--- config.mk ---
export PLATFORM = sky130hd
export DESIGN_NAME = bel_top
export DESIGN_NICKNAME = d
export VERILOG_FILES = /design/src/rtl/bel_pkg.sv /design/src/rtl/bel_flag.sv /design/src/rtl/bel_top.sv
export VERILOG_INCLUDE_DIRS = /design/src /design/src/rtl
export SDC_FILE = /design/constraint.sdc
export NUM_CORES = 1
export LEC_CHECK = 0
export BUFFER_PORTS_ARGS = -buffer_cell sky130_fd_sc_hd__buf_2
export CORE_MARGIN = 2
export CORE_UTILIZATION = 35
export CTS_BUF_LIST = sky130_fd_sc_hd__clkbuf_16
export DETAILED_ROUTE_END_ITERATION = 10
export GPL_TIMING_DRIVEN = 0
export HOLD_SLACK_MARGIN = 0.1
export PLACE_DENSITY_LB_ADDON = 0.15
export SYNTH_ARGS = -nofsm -noshare
export SYNTH_HDL_FRONTEND = slang
export SYNTH_SLANG_ARGS = --single-unit
--- constraint.sdc ---
create_clock -name aclk -period 2.4 [get_ports aclk]
set_input_delay 0.12 -clock aclk [delete_from_list [all_inputs] [get_ports aclk]]
set_output_delay 0.12 -clock aclk [all_outputs]
set_load 0.005 [all_outputs]
--- src/rtl/bel_map.svh ---
// register offsets, field positions and reset values of the bridge error logger
`ifndef BEL_MAP_SVH
`define BEL_MAP_SVH

`define BEL_ADDR_W 16
`define BEL_LOG_OFFSET 16'h0880
`define BEL_MASK_OFFSET 16'h0884
`define BEL_FAIL_ADDR_OFFSET 16'h1040

`define BEL_BIT_PARITY 0
`define BEL_BIT_SYSERR 1
`define BEL_BIT_TABORT 2
`define BEL_BIT_BADMAP 3
`define BEL_BIT_SUMMARY 4
`define BEL_BIT_OVERFLOW 23
`define BEL_BIT_DROPPED 24

`define BEL_LOG_RESET 32'h0000_0000
`define BEL_MASK_RESET 32'h0000_0000
`define BEL_FAIL_ADDR_RESET 32'h0000_0000

`define BEL_RESP_OKAY 2'h0
`define BEL_RESP_SLVERR 2'h2

`endif

--- src/rtl/bel_pkg.sv ---
// types shared by the bridge error logger
package bel_pkg;

    // one-cycle strobes from the bridge's pci master and target state machines
    typedef struct packed {
        logic overflow;      // inbound transaction refused, buffers full
        logic bad_map;       // scatter/gather hit an invalid page table entry
        logic target_abort;  // master state machine saw target abort
        logic abort_on_read; // qualifies target_abort: the cycle was a read
        logic special_cycle; // qualifies target_abort: the cycle was a special cycle
        logic serr_seen;     // target state machine saw SERR# low
        logic perr_seen;     // master state machine saw PERR# low
    } bel_pci_evt_t;

    typedef enum logic {
        BEL_WR_WAIT,
        BEL_WR_RESP
    } bel_wr_state_t;

    typedef enum logic {
        BEL_RD_WAIT,
        BEL_RD_RESP
    } bel_rd_state_t;

endpackage

--- src/rtl/bel_flag.sv ---
// sticky write-one-to-clear flag whose set beats a clear in the same cycle
`timescale 1ns/100ps

module bel_flag (
    input wire logic aclk,    // system clock
    input wire logic aresetn, // synchronous reset, active low
    input wire logic set,     // hardware event
    input wire logic clr,     // software wrote one to this bit
    output logic q            // flag state
);
    logic next_q;

    always_comb begin
        next_q = q;
        if (clr) begin
            next_q = 1'b0;
        end
        if (set) begin
            next_q = 1'b1;
        end
    end

    always_ff @(posedge aclk) begin
        if (!aresetn) begin
            q <= 1'b0;
        end else begin
            q <= next_q;
        end
    end
endmodule // bel_flag

--- src/rtl/bel_top.sv ---
// bridge pci error log, failing address capture and axi4-lite register slave
//
// The AXI4-Lite interface to the registers was left to the implementer.
`timescale 1ns/100ps
`include "bel_map.svh"

module bel_top #(
    parameter int ADDR_W = `BEL_ADDR_W
) (
    input wire logic aclk,                   // system clock, 25 MHz
    input wire logic aresetn,                // synchronous reset, active low
    input wire logic [ADDR_W-1:0] awaddr,    // write address
    input wire logic [2:0] awprot,           // write protection, unused
    input wire logic awvalid,                // write address valid
    output logic awready,                    // write address ready
    input wire logic [31:0] wdata,           // write data
    input wire logic [3:0] wstrb,            // write byte strobes
    input wire logic wvalid,                 // write data valid
    output logic wready,                     // write data ready
    output logic [1:0] bresp,                // write response
    output logic bvalid,                     // write response valid
    input wire logic bready,                 // write response ready
    input wire logic [ADDR_W-1:0] araddr,    // read address
    input wire logic [2:0] arprot,           // read protection, unused
    input wire logic arvalid,                // read address valid
    output logic arready,                    // read address ready
    output logic [31:0] rdata,               // read data
    output logic [1:0] rresp,                // read response
    output logic rvalid,                     // read data valid
    input wire logic rready,                 // read data ready
    input wire bel_pkg::bel_pci_evt_t pci_evt, // error strobes from pci state machines
    input wire logic [63:0] pci_addr,        // address of the current pci transaction
    output logic fill_error,                 // fill error pulse to the system bus
    output logic serr_n_o,                   // SERR# output level
    output logic serr_n_oe,                  // SERR# output enable
    output logic irq                         // level interrupt
);
    // flag vector order: parity, syserr, tabort, badmap, overflow, dropped
    localparam int NFLAG = 6;

    logic [NFLAG-1:0] flags;
    logic [NFLAG-1:0] flag_set;
    logic [NFLAG-1:0] flag_clr;
    logic [3:0] pci_ev;
    logic [4:0] err_ev;
    logic locked;
    logic summary;
    logic [31:0] log_word;
    logic [31:0] mask;
    logic [31:0] next_mask;
    logic [31:0] fail_addr;
    logic [31:0] next_fail_addr;
    logic next_fill_error;
    logic next_serr_n_oe;
    logic next_irq;

    bel_pkg::bel_wr_state_t wr_state;
    bel_pkg::bel_wr_state_t next_wr_state;
    logic aw_held;
    logic next_aw_held;
    logic w_held;
    logic next_w_held;
    logic [ADDR_W-1:0] wr_addr;
    logic [ADDR_W-1:0] next_wr_addr;
    logic [31:0] wr_data;
    logic [31:0] next_wr_data;
    logic [3:0] wr_strb;
    logic [3:0] next_wr_strb;
    logic next_awready;
    logic next_wready;
    logic next_bvalid;
    logic [1:0] next_bresp;
    logic wr_fire;

    bel_pkg::bel_rd_state_t rd_state;
    bel_pkg::bel_rd_state_t next_rd_state;
    logic next_arready;
    logic next_rvalid;
    logic [31:0] next_rdata;
    logic [1:0] next_rresp;

    // ---------------- error logging ----------------
    always_comb begin
        pci_ev = '0;
        pci_ev[0] = pci_evt.perr_seen;
        pci_ev[1] = pci_evt.serr_seen;
        pci_ev[2] = pci_evt.target_abort && !pci_evt.special_cycle;
        pci_ev[3] = pci_evt.bad_map;
    end

    assign err_ev = {pci_evt.overflow, pci_ev};
    assign summary = |flags[3:0];
    assign locked = |flags[4:0];

    always_comb begin
        flag_set = '0;
        flag_set[4:0] = locked ? 5'h00 : err_ev;
        flag_set[5] = locked && (|err_ev);
    end

    always_comb begin
        flag_clr = '0;
        if (wr_fire && wr_addr == ADDR_W'(`BEL_LOG_OFFSET)) begin
            flag_clr[0] = wr_strb[0] && wr_data[`BEL_BIT_PARITY];
            flag_clr[1] = wr_strb[0] && wr_data[`BEL_BIT_SYSERR];
            flag_clr[2] = wr_strb[0] && wr_data[`BEL_BIT_TABORT];
            flag_clr[3] = wr_strb[0] && wr_data[`BEL_BIT_BADMAP];
            flag_clr[4] = wr_strb[2] && wr_data[`BEL_BIT_OVERFLOW];
            flag_clr[5] = wr_strb[3] && wr_data[`BEL_BIT_DROPPED];
        end
    end

    for (genvar i = 0; i < NFLAG; i++) begin : g_flag
        bel_flag u_flag (
            .aclk(aclk),
            .aresetn(aresetn),
            .set(flag_set[i]),
            .clr(flag_clr[i]),
            .q(flags[i])
        );
    end

    always_comb begin
        log_word = `BEL_LOG_RESET;
        log_word[`BEL_BIT_PARITY] = flags[0];
        log_word[`BEL_BIT_SYSERR] = flags[1];
        log_word[`BEL_BIT_TABORT] = flags[2];
        log_word[`BEL_BIT_BADMAP] = flags[3];
        log_word[`BEL_BIT_SUMMARY] = summary;
        log_word[`BEL_BIT_OVERFLOW] = flags[4];
        log_word[`BEL_BIT_DROPPED] = flags[5];
    end

    always_comb begin
        next_fail_addr = fail_addr;
        // low word only, also for dual cycles
        if (!locked && (|pci_ev)) begin
            next_fail_addr = pci_addr[31:0];
        end
        next_fill_error = pci_evt.target_abort && pci_evt.abort_on_read;
        next_serr_n_oe = pci_evt.target_abort;
        next_irq = |(log_word & mask);
    end

    always_ff @(posedge aclk) begin
        if (!aresetn) begin
            fail_addr <= `BEL_FAIL_ADDR_RESET;
            fill_error <= 1'b0;
            serr_n_oe <= 1'b0;
            serr_n_o <= 1'b1;
            irq <= 1'b0;
            mask <= `BEL_MASK_RESET;
        end else begin
            fail_addr <= next_fail_addr;
            fill_error <= next_fill_error;
            serr_n_oe <= next_serr_n_oe;
            serr_n_o <= !next_serr_n_oe;
            irq <= next_irq;
            mask <= next_mask;
        end
    end

    // ---------------- axi4-lite write ----------------
    assign wr_fire = (wr_state == bel_pkg::BEL_WR_WAIT) && aw_held && w_held;

    always_comb begin
        next_wr_state = wr_state;
        next_aw_held = aw_held;
        next_w_held = w_held;
        next_wr_addr = wr_addr;
        next_wr_data = wr_data;
        next_wr_strb = wr_strb;
        next_bvalid = bvalid;
        next_bresp = bresp;
        next_mask = mask;
        unique case (wr_state)
            bel_pkg::BEL_WR_WAIT: begin
                if (awvalid && awready) begin
                    next_aw_held = 1'b1;
                    next_wr_addr = awaddr;
                end
                if (wvalid && wready) begin
                    next_w_held = 1'b1;
                    next_wr_data = wdata;
                    next_wr_strb = wstrb;
                end
                if (wr_fire) begin
                    next_aw_held = 1'b0;
                    next_w_held = 1'b0;
                    next_bvalid = 1'b1;
                    next_bresp = `BEL_RESP_OKAY;
                    next_wr_state = bel_pkg::BEL_WR_RESP;
                    if (wr_addr == ADDR_W'(`BEL_MASK_OFFSET)) begin
                        for (int b = 0; b < 4; b++) begin
                            if (wr_strb[b]) begin
                                next_mask[8*b +: 8] = wr_data[8*b +: 8];
                            end
                        end
                    end else if (wr_addr != ADDR_W'(`BEL_LOG_OFFSET)
                                 && wr_addr != ADDR_W'(`BEL_FAIL_ADDR_OFFSET)) begin
                        next_bresp = `BEL_RESP_SLVERR;
                    end
                end
            end
            bel_pkg::BEL_WR_RESP: begin
                if (bready) begin
                    next_bvalid = 1'b0;
                    next_wr_state = bel_pkg::BEL_WR_WAIT;
                end
            end
        endcase
        // ready only while that half is still missing and no response is open
        next_awready = (next_wr_state == bel_pkg::BEL_WR_WAIT) && !next_aw_held;
        next_wready = (next_wr_state == bel_pkg::BEL_WR_WAIT) && !next_w_held;
    end

    always_ff @(posedge aclk) begin
        if (!aresetn) begin
            wr_state <= bel_pkg::BEL_WR_WAIT;
            aw_held <= 1'b0;
            w_held <= 1'b0;
            wr_addr <= '0;
            wr_data <= '0;
            wr_strb <= '0;
            awready <= 1'b0;
            wready <= 1'b0;
            bvalid <= 1'b0;
            bresp <= `BEL_RESP_OKAY;
        end else begin
            wr_state <= next_wr_state;
            aw_held <= next_aw_held;
            w_held <= next_w_held;
            wr_addr <= next_wr_addr;
            wr_data <= next_wr_data;
            wr_strb <= next_wr_strb;
            awready <= next_awready;
            wready <= next_wready;
            bvalid <= next_bvalid;
            bresp <= next_bresp;
        end
    end

    // ---------------- axi4-lite read ----------------
    always_comb begin
        next_rd_state = rd_state;
        next_arready = arready;
        next_rvalid = rvalid;
        next_rdata = rdata;
        next_rresp = rresp;
        unique case (rd_state)
            bel_pkg::BEL_RD_WAIT: begin
                next_arready = 1'b1;
                if (arvalid && arready) begin
                    next_arready = 1'b0;
                    next_rvalid = 1'b1;
                    next_rresp = `BEL_RESP_OKAY;
                    next_rd_state = bel_pkg::BEL_RD_RESP;
                    if (araddr == ADDR_W'(`BEL_LOG_OFFSET)) begin
                        next_rdata = log_word;
                    end else if (araddr == ADDR_W'(`BEL_MASK_OFFSET)) begin
                        next_rdata = mask;
                    end else if (araddr == ADDR_W'(`BEL_FAIL_ADDR_OFFSET)) begin
                        next_rdata = fail_addr;
                    end else begin
                        next_rdata = 32'h0000_0000;
                        next_rresp = `BEL_RESP_SLVERR;
                    end
                end
            end
            bel_pkg::BEL_RD_RESP: begin
                if (rready) begin
                    next_rvalid = 1'b0;
                    next_arready = 1'b1;
                    next_rd_state = bel_pkg::BEL_RD_WAIT;
                end
            end
        endcase
    end

    always_ff @(posedge aclk) begin
        if (!aresetn) begin
            rd_state <= bel_pkg::BEL_RD_WAIT;
            arready <= 1'b0;
            rvalid <= 1'b0;
            rdata <= 32'h0000_0000;
            rresp <= `BEL_RESP_OKAY;
        end else begin
            rd_state <= next_rd_state;
            arready <= next_arready;
            rvalid <= next_rvalid;
            rdata <= next_rdata;
            rresp <= next_rresp;
        end
    end

    logic rd_was_log;
    always_ff @(posedge aclk) begin
        if (!aresetn) begin
            rd_was_log <= 1'b0;
        end else if (arvalid && arready) begin
            rd_was_log <= (araddr == ADDR_W'(`BEL_LOG_OFFSET));
        end
    end
endmodule // bel_top

# Word-level counts from Yosys, hierarchy flattened

Index checks and enable logic that the tools add are counted.

Flip-flop bits (word level): 171
Input bits: 152
Word-level logic and storage cells: 133

Equality and inequality tests: 11
Multiplexer cells: 43
Bitwise logic cells: 4
Reductions and logical operators: 45

Operators with widths:

| kind                   | count |
|---|---|
| $mux W32               | 3 |
| $eq A16 B12 Y1 const B | 4 |
| $and A25 B32 Y32       | 1 |
| $reduce_or A32 Y1      | 1 |
| $mux W1                | 28 |
| $logic_and A1 B1 Y1    | 19 |
| $eq A16 B13 Y1 const B | 1 |
| $ne A16 B12 Y1 const B | 1 |
| $ne A16 B13 Y1 const B | 1 |
| $reduce_and A4 Y1      | 4 |
| $reduce_and A2 Y1      | 6 |
| $reduce_bool A2 Y1     | 6 |
| $mux W2                | 5 |
| $pmux W1 S2            | 5 |
| $reduce_or A5 Y1       | 2 |
| $ne A2 B2 Y1 const B   | 4 |
| $reduce_or A4 Y1       | 2 |
| $mux W6                | 1 |
| $logic_not A1 Y1       | 5 |
| $mux W5                | 1 |
| $not A1 Y1             | 3 |

# Depth between registers and ports, before layout

Gate-level depths: netlist (run 1).

Depth in word-level cells: 7
Gate-level depth with buffers: 7

# By module

Synthesis (run 1) repeated with hierarchy kept, for this count alone.

Cell total of the unflattened synthesis: 761
Area total of the unflattened synthesis: 6920.4 µm²

By module, submodules not included:

| module   | instances | cells an instance | area an instance (µm²) |
|---|---|---|---|
| bel_top  | 1         | 743               | 6672.6 |
| bel_flag | 6         | 3                 | 41.3 |

# Worst setup path after synthesis (run 1)

No wires, ideal clock.

Kind: in2reg
Start point: input port araddr[11]
End point: register rdata[10]
Library setup time: 69 ps
Data arrival time: 1697 ps
Required time: 2331 ps
Setup slack: 635 ps
Cell stages on the path: 7
Cell sequence: or4b_4 nor2_2 a21oi_1 or4_4 buf_6 buf_8 o21ai_1

Cells in the longest elaborated chain, start to end: 4

Ends and longest elaborated chain:

| what                 | line           | RTL |
|---|---|---|
| from (decl)          | bel_top.sv:23  | `input wire logic [ADDR_W-1:0] araddr,` |
| $eq A16 B13 Y1       | bel_top.sv:262 | `` end else if (araddr == ADDR_W'(`BEL_FAIL_ADDR_OFFSET)) begin `` |
| $mux W32             | bel_top.sv:262 |  |
| $mux W32             | bel_top.sv:260 | `` end else if (araddr == ADDR_W'(`BEL_MASK_OFFSET)) begin `` |
| $mux W32 (*)         | bel_top.sv:258 | `` if (araddr == ADDR_W'(`BEL_LOG_OFFSET)) begin `` |
| to (signal assigned) | bel_top.sv:291 | `rdata <= next_rdata;` |
| to (decl)            | bel_top.sv:27  | `output logic [31:0] rdata,` |

Every way passes the cells marked *; elsewhere a longest branch is shown, timed or not.
A chain may end at the register's enable or synchronous reset.

# Worst setup path in the final report (run 1)

Start point: register wr_state
End point: register mask[30]

Cells in the longest elaborated chain, start to end: 4

Ends and longest elaborated chain:

| what                              | line           | RTL |
|---|---|---|
| from (decl)                       | bel_top.sv:57  | `bel_pkg::bel_wr_state_t wr_state;` |
| from (signal assigned)            | bel_top.sv:219 | `wr_state <= bel_pkg::BEL_WR_WAIT;` |
| from (signal assigned)            | bel_top.sv:230 | `wr_state <= next_wr_state;` |
| $not A1 Y1 (no line) (*)          | --             |  |
| $logic_and A1 B1 Y1 (2 in series) | bel_top.sv:164 | `assign wr_fire = (wr_state == bel_pkg::BEL_WR_WAIT) && aw_held && w_held;` |
| $reduce_and A4 Y1 (no line) (*)   | --             |  |
| to (signal assigned)              | bel_top.sv:152 | `` mask <= `BEL_MASK_RESET; `` |
| to (signal assigned)              | bel_top.sv:159 | `mask <= next_mask;` |
| to (decl)                         | bel_top.sv:49  | `logic [31:0] mask;` |

Marked as above.

==> results of run 1 <==
logic make-up (layout without fill, tap and decap cells):
| logic type | count (synthesis) | in the layout | share of synthesized area (%) |
|---|---|---|---|
| AOI/OAI and AO/OA | 188 | 188 | 18.6 |
| and+or+nand+nor | 332 | 332 | 22.0 |
| buffers and inverters | 58 | 342 | 4.69 |
| DFF | 169 | 169 | 50.7 |
| other | 1 | 2 | 0.0562 |
| muxes | 27 | 27 | 4.05 |
through the flow:
stage	instance area (um^2)	TNS, ns	hold WS (ns)	power (uW)	worst slack, ns
global route	9310	0	0.185	7130	0.0213
floorplan	6680	0	0.255	3700	0.635
CTS	9270	0	0.137	6880	0.0406
finish	9310	0	0.157	6810	0.169
global placement	7750	0	0.358	4050	0.0243
detailed placement	7750	-0.00483	0.364	4060	-0.00465
layout by cell type, fill, tap and decap left out, types with 9 or more instances in the layout:
cell type | netlist | final
o21ai_0 | 43 | 43
nor2_1 | 9 | 9
clkbuf_16 | 0 | 17
nand3_1 | 33 | 33
dlygate4sd3_1 | 0 | 93
a21boi_0 | 84 | 84
mux2i_1 | 27 | 27
dfxtp_1 | 169 | 169
a21oi_1 | 12 | 12
buf_2 | 3 | 159
o21ai_1 | 20 | 20
clkbuf_1 | 39 | 39
nand2_1 | 237 | 237
critical path: stages (launching register included):
cell and delay, ns:
dfxtp_1 0.36, nand3b_1 0.30, and4b_1 0.32, clkbuf_1 0.24
nand4_1 0.36, clkbuf_1 0.31, nand3_1 0.13, o21ai_0 0.09
routing by layer:
layer	wire length, um	vias to the layer above	GRT usage (%)
met1	9130	2712	25.5
li1	-	3178	-
met5	0	-	0
met4	340	0	6.05
met2	9300	144	33.2
met3	925	22	4.31
area by class of cell:
type,count,area [um^2]
Clock inverter,14,150
Buffer,56,305
Clock buffer,17,425
Timing Repair Buffer,253,1740
Sequential cell,169,3380
Inverter,2,7.51
Multi-Input combinational cell,549,3000
Tap cell,234,293
Fill cell,1840,9400
what timing repair did:
item / CTS / global route
endpoints found under the hold margin: 97 / 0
resized for setup: 0 / 3
setup endpoints to repair: 2 / 54
setup buffers: 1 / 3
pin swaps: 1 / 2
hold buffers: 93 / 0
report_power, final:
group / total [uW] / internal [uW] / switching [uW]
Sequential: 3120 / 3000 / 123
Combinational: 992 / 443 / 549
Clock: 2700 / 1530 / 1170
Total: 6810 / 4980 / 1840
sequential cells by signal, summed over array words and instances (netlist names), 4 cells and up:
register         cells
fail_addr           32
g_flag.u_flag.q      6
mask                32
rdata               32
wr_addr             16
wr_data             32
wr_strb              4
final timing paths:
path                                  to  depth (start not counted)                   start
setup / recovery   mask[30]$_SDFFE_PN0P_                          7     wr_state$_SDFF_PN0_
hold / removal     rdata[4]$_SDFFE_PN0P_                          4                 aresetn
setup reg to reg   mask[30]$_SDFFE_PN0P_                          7     wr_state$_SDFF_PN0_
hold reg to reg   rdata[18]$_SDFFE_PN0P_                          2  rdata[18]$_SDFFE_PN0P_
==> flow_summary.toml, run 1 <==
[placed_design]
hpwl_um = 14200
placedCellCount = 1166
gp_congestion = 0.799
port_buffers = 156

[layout]
antenna_cells = 0
stdcell_count = 1294
drive_gt1_share_pct = 20.2
syn2layout_area_growth_pct = 39.5
finalNetCount = 1200
final_core_utilization_pct = 49.8

[yosys]
netlist_top_cells_area = "dfxtp_1 (51%), nand2_1 (13%), a21boi_0 (9.4%)"
yosys.area.top_type_share_pct = 50.7
yosysWarnings = 0
syn-cell-area_mm2 = 0.00667
ys_seq_area_share_pct = 50.7
synth.ff_latch_count = 169
yosys.cell_count.top_type = "nand2_1"
avgSynthCellArea_um2 = 8.61
async_reset_ff_share_pct = 0
synthFlopType = "dfxtp_1"
ys_types = 53
synth_edf_count = 0
synthTopCellsByCount = "nand2_1 (237), dfxtp_1 (169), a21boi_0 (84)"
synthCells = 775
yosys.area.top_type = "dfxtp_1"

[hold_path]
hold_path_class = "input pin to register"

[die]
core_area_mm2 = 0.0187
fp-row-count = 50
initial_utilization_pct = 35.7
die-area_mm2 = 0.0202
die_h_um = 142
die_w_um = 142
boundaryPins = 197

[drt]
routedWlPerCell_um = 15.2
dr.pass1.iters = 4
drc_errors = 0
via_per_inst = 4.68
first_iter_violations = 290
wirelength_um = 19700
num_vias = 6056
drtAntennaViolNets = 0

[grt]
grt_antenna_before_repair = 0
overflow = 0
grt_pass1_vias = 5936
grt_pass1_wl_um = 30700
grt_start_max_net_pins = 17
grt_use_total_pct = 19.8

[clocking]
cts_tree = "yes"
clk_latency_ns = 0.43
cts_buffers = 17
clkTransAtPathRegs_ns = 0.07
cts.sinks = 169
cts_buffer_depth = 2
clock-root-buffer = "clkbuf_16"
h-tree-depth = 4

[sta]
finClkSkew_ns = 0.0128
final_hold_viol_count = 0
tightest_slew_ns = 1.02
fmax_ghz = 0.448
slew_headroom_pct = 31.4
rsz0062_at_grt = "false"
setup_viol = 0
fin_crit_ns = 2.23
timing.final.crit_share_pct = 93.0
slew_violations = 0

[worst_setup_path]
critical_path_class = "register to register"
cp_max_fo = 10
worstSetupEndpointType = "register"
required_ns = 2.70
arrival_ns = 2.53
startpoint_type = "register"
r2r_setup_slack_ns = 0.17

[power]
power.leakage_uw = 0.00364
worst_ir_drop_vdd_uv = 542
power_density_mw_per_mm2 = 732

[status]
status = "complete, no violations"

[run]
cap_violations = 0
(Power assumes the default switching activity.)
==> run 2, diff against run 1 <==
CORE_UTILIZATION = 47   (was 35)
CTS_BUF_LIST = not set   (was sky130_fd_sc_hd__clkbuf_16)
MAX_ROUTING_LAYER = met4   (was not set)
==> run 2 against run 1 <==
Net effect: cell area fell by 0.38%; combinational power fell by 0.7%; setup slack improved by 0.069 ns; global-route usage rose by 6.1 points; total power rose by 1.1%; utilization rose by 17 points; flip-flop and latch count did not move; fmax rose by 3.2%; register-to-register slack improved by 0.07 ns; largest cell class unchanged; highest routed layer unchanged.
==> flow_summary.toml, run 2 (synthesis gave the netlist of run 1 again) <==
[status]
status = "complete, no violations"

[drt]
met3_length_um = 832
first_iter_violations = 348
wirelength_um = 18800
drc_errors = 0
wl_met2_um = 9390
dr.pass1.iters = 5
num_vias = 6265
drtAntennaViolNets = 0
routedWlPerCell_um = 15.1
wirelength_met1_um = 8120
topRoutingLayerUsed = "met4"
via_per_inst = 5.04

[layout]
multiInputGateArea_mm2 = 0.00300
design_area_mm2 = 0.00927
drive_gt1_share_pct = 20.1
seqCellArea_mm2 = 0.00338
final_cell_mix = "nand2_1 (237), dfxtp_1 (169), buf_2 (159), dlygate4sd3_1 (93), a21boi_0 (84)"
syn2layout_area_growth_pct = 39.0
final_common_cell = "nand2_1"
n_fill_cell = 1224
stdcell_count = 1243
finalNetCount = 1202
antenna_cells = 0

[clocking]
clkTransAtPathRegs_ns = 0.06
cts_buffer_depth = 2
clock-root-buffer = "clkbuf_16"
clk_latency_ns = 0.42
cts_buffers = 17
cts_tree = "yes"
h-tree-depth = 4
cts.sinks = 169

[power]
power_density_mw_per_mm2 = 743
clkPwrFrac_pct = 40.4
netSwitchingFraction_pct = 25.1
internal-power_uw = 5160
combPwrFrac_pct = 14.3
worst_ir_drop_vdd_uv = 456
seq_power_share_pct = 45.3
power.leakage_uw = 0.00367
switchingPower_uw = 1730

[grt]
grt_pass1_wl_um = 29200
grt_pass1_vias = 5960
grt_use_total_pct = 25.9
grt_start_max_net_pins = 17
overflow = 0
grt_antenna_before_repair = 0

[worst_setup_path]
worstSetupEndpointType = "register"
critical_path_class = "register to register"
arrival_ns = 2.45
startpoint_type = "register"
cp_max_fo = 10
required_ns = 2.68

[die]
boundaryPins = 197
initial_utilization_pct = 48.1
fp-row-count = 43
core_area_mm2 = 0.0139
die-area_mm2 = 0.0152
die_w_um = 123
die_h_um = 123

[sta]
slew_violations = 0
fin_crit_ns = 2.16
tightest_slew_ns = 0.862
fin_setup_tns_ns = 0
setup_viol = 0
final_hold_viol_count = 0
fmax_ghz = 0.462
finClkSkew_ns = 0.00779
slew_headroom_pct = 42.0
timing.final.crit_share_pct = 90.1
rsz0062_at_grt = "false"

[placed_design]
gp_congestion = 0.820
port_buffers = 156
place_area_mm2 = 0.00768
placedCellCount = 1112
hpwl_um = 13000

[run]
cap_violations = 0

[hold_path]
hold_path_class = "input pin to register"
==> run 2: cell count changes in the layout (fill, tap and decap cells not counted), sizes merged <==
| cell | change |
|---|---|
| inv | -3 |
| buf | +2 |
| bufinv | +1 |
| clkbuf | +7 |
| clkinv | -2 |
| clkinvlp | -2 |
==> run 2: worst paths after layout <==
path                             to  slack, ns  cells past startpoint                    start
max           mask[30]$_SDFFE_PN0P_       0.24                      7  wr_addr[0]$_SDFFE_PN0P_
min           rdata[4]$_SDFFE_PN0P_       0.16                      4                  aresetn
max reg2reg   mask[30]$_SDFFE_PN0P_       0.24                      7  wr_addr[0]$_SDFFE_PN0P_
min reg2reg  rdata[21]$_SDFFE_PN0P_       0.45                      2   rdata[21]$_SDFFE_PN0P_
==> run 2: worst max-delay path: stages, from the launching register on <==
cell and delay [ns]:
dfxtp_1 0.31, nor4_1 0.45, and4b_1 0.26, clkbuf_1 0.24
nand4_1 0.25, clkbuf_1 0.29, nand3_1 0.14, o21ai_0 0.08
==> run 2: power by group through the flow <==
stage | logic (uW) | clock network [uW] | registers [uW]
after CTS | 981 | 2810 | 3120
after global routing | 1110 | 2950 | 3140
after detailed placement | 862 | 0 | 3180
final | 985 | 2780 | 3120
after global placement | 853 | 0 | 3170
after floorplan | 553 | 0 | 3140
==> run 2: layout make-up <==
cell class | instances | area share, %
Multi-Input combinational cell | 549 | 32.3
Clock buffer | 24 | 5.19
Inverter | 2 | 0.0809
Sequential cell | 169 | 36.5
Tap cell | 180 | 2.43
Timing Repair Buffer | 255 | 18.9
Clock inverter | 8 | 1.27
Buffer | 56 | 3.29
==> run 2: routing by layer <==
metal | vias to the layer above | track usage [%]
met2 | 168 | 44.0
met5 | - | -
met4 | 0 | 9.73
met3 | 29 | 4.57
li1 | 3180 | -
met1 | 2888 | 30.6
==> run 2: timing repair <==
action / in CTS / in global routing
hold endpoints to repair: 97 / 0
endpoints found under the setup margin: 0 / 49
gates resized for setup: 0 / 2
hold buffers: 93 / 0
setup buffers: 0 / 6
==> run 2: metrics by stage <==
step | worst slack (ns) | util (%) | power (uW) | hold WS [ns]
floorplan | 0.635 | - | 3700 | 0.255
global placement | 0.0985 | 55.4 | 4030 | 0.356
detailed placement | 0.0420 | 55.4 | 4040 | 0.358
CTS | 0.0325 | 66.4 | 6910 | 0.139
global route | 0.0986 | 66.8 | 7200 | 0.179
finish | 0.238 | 66.8 | 6890 | 0.155
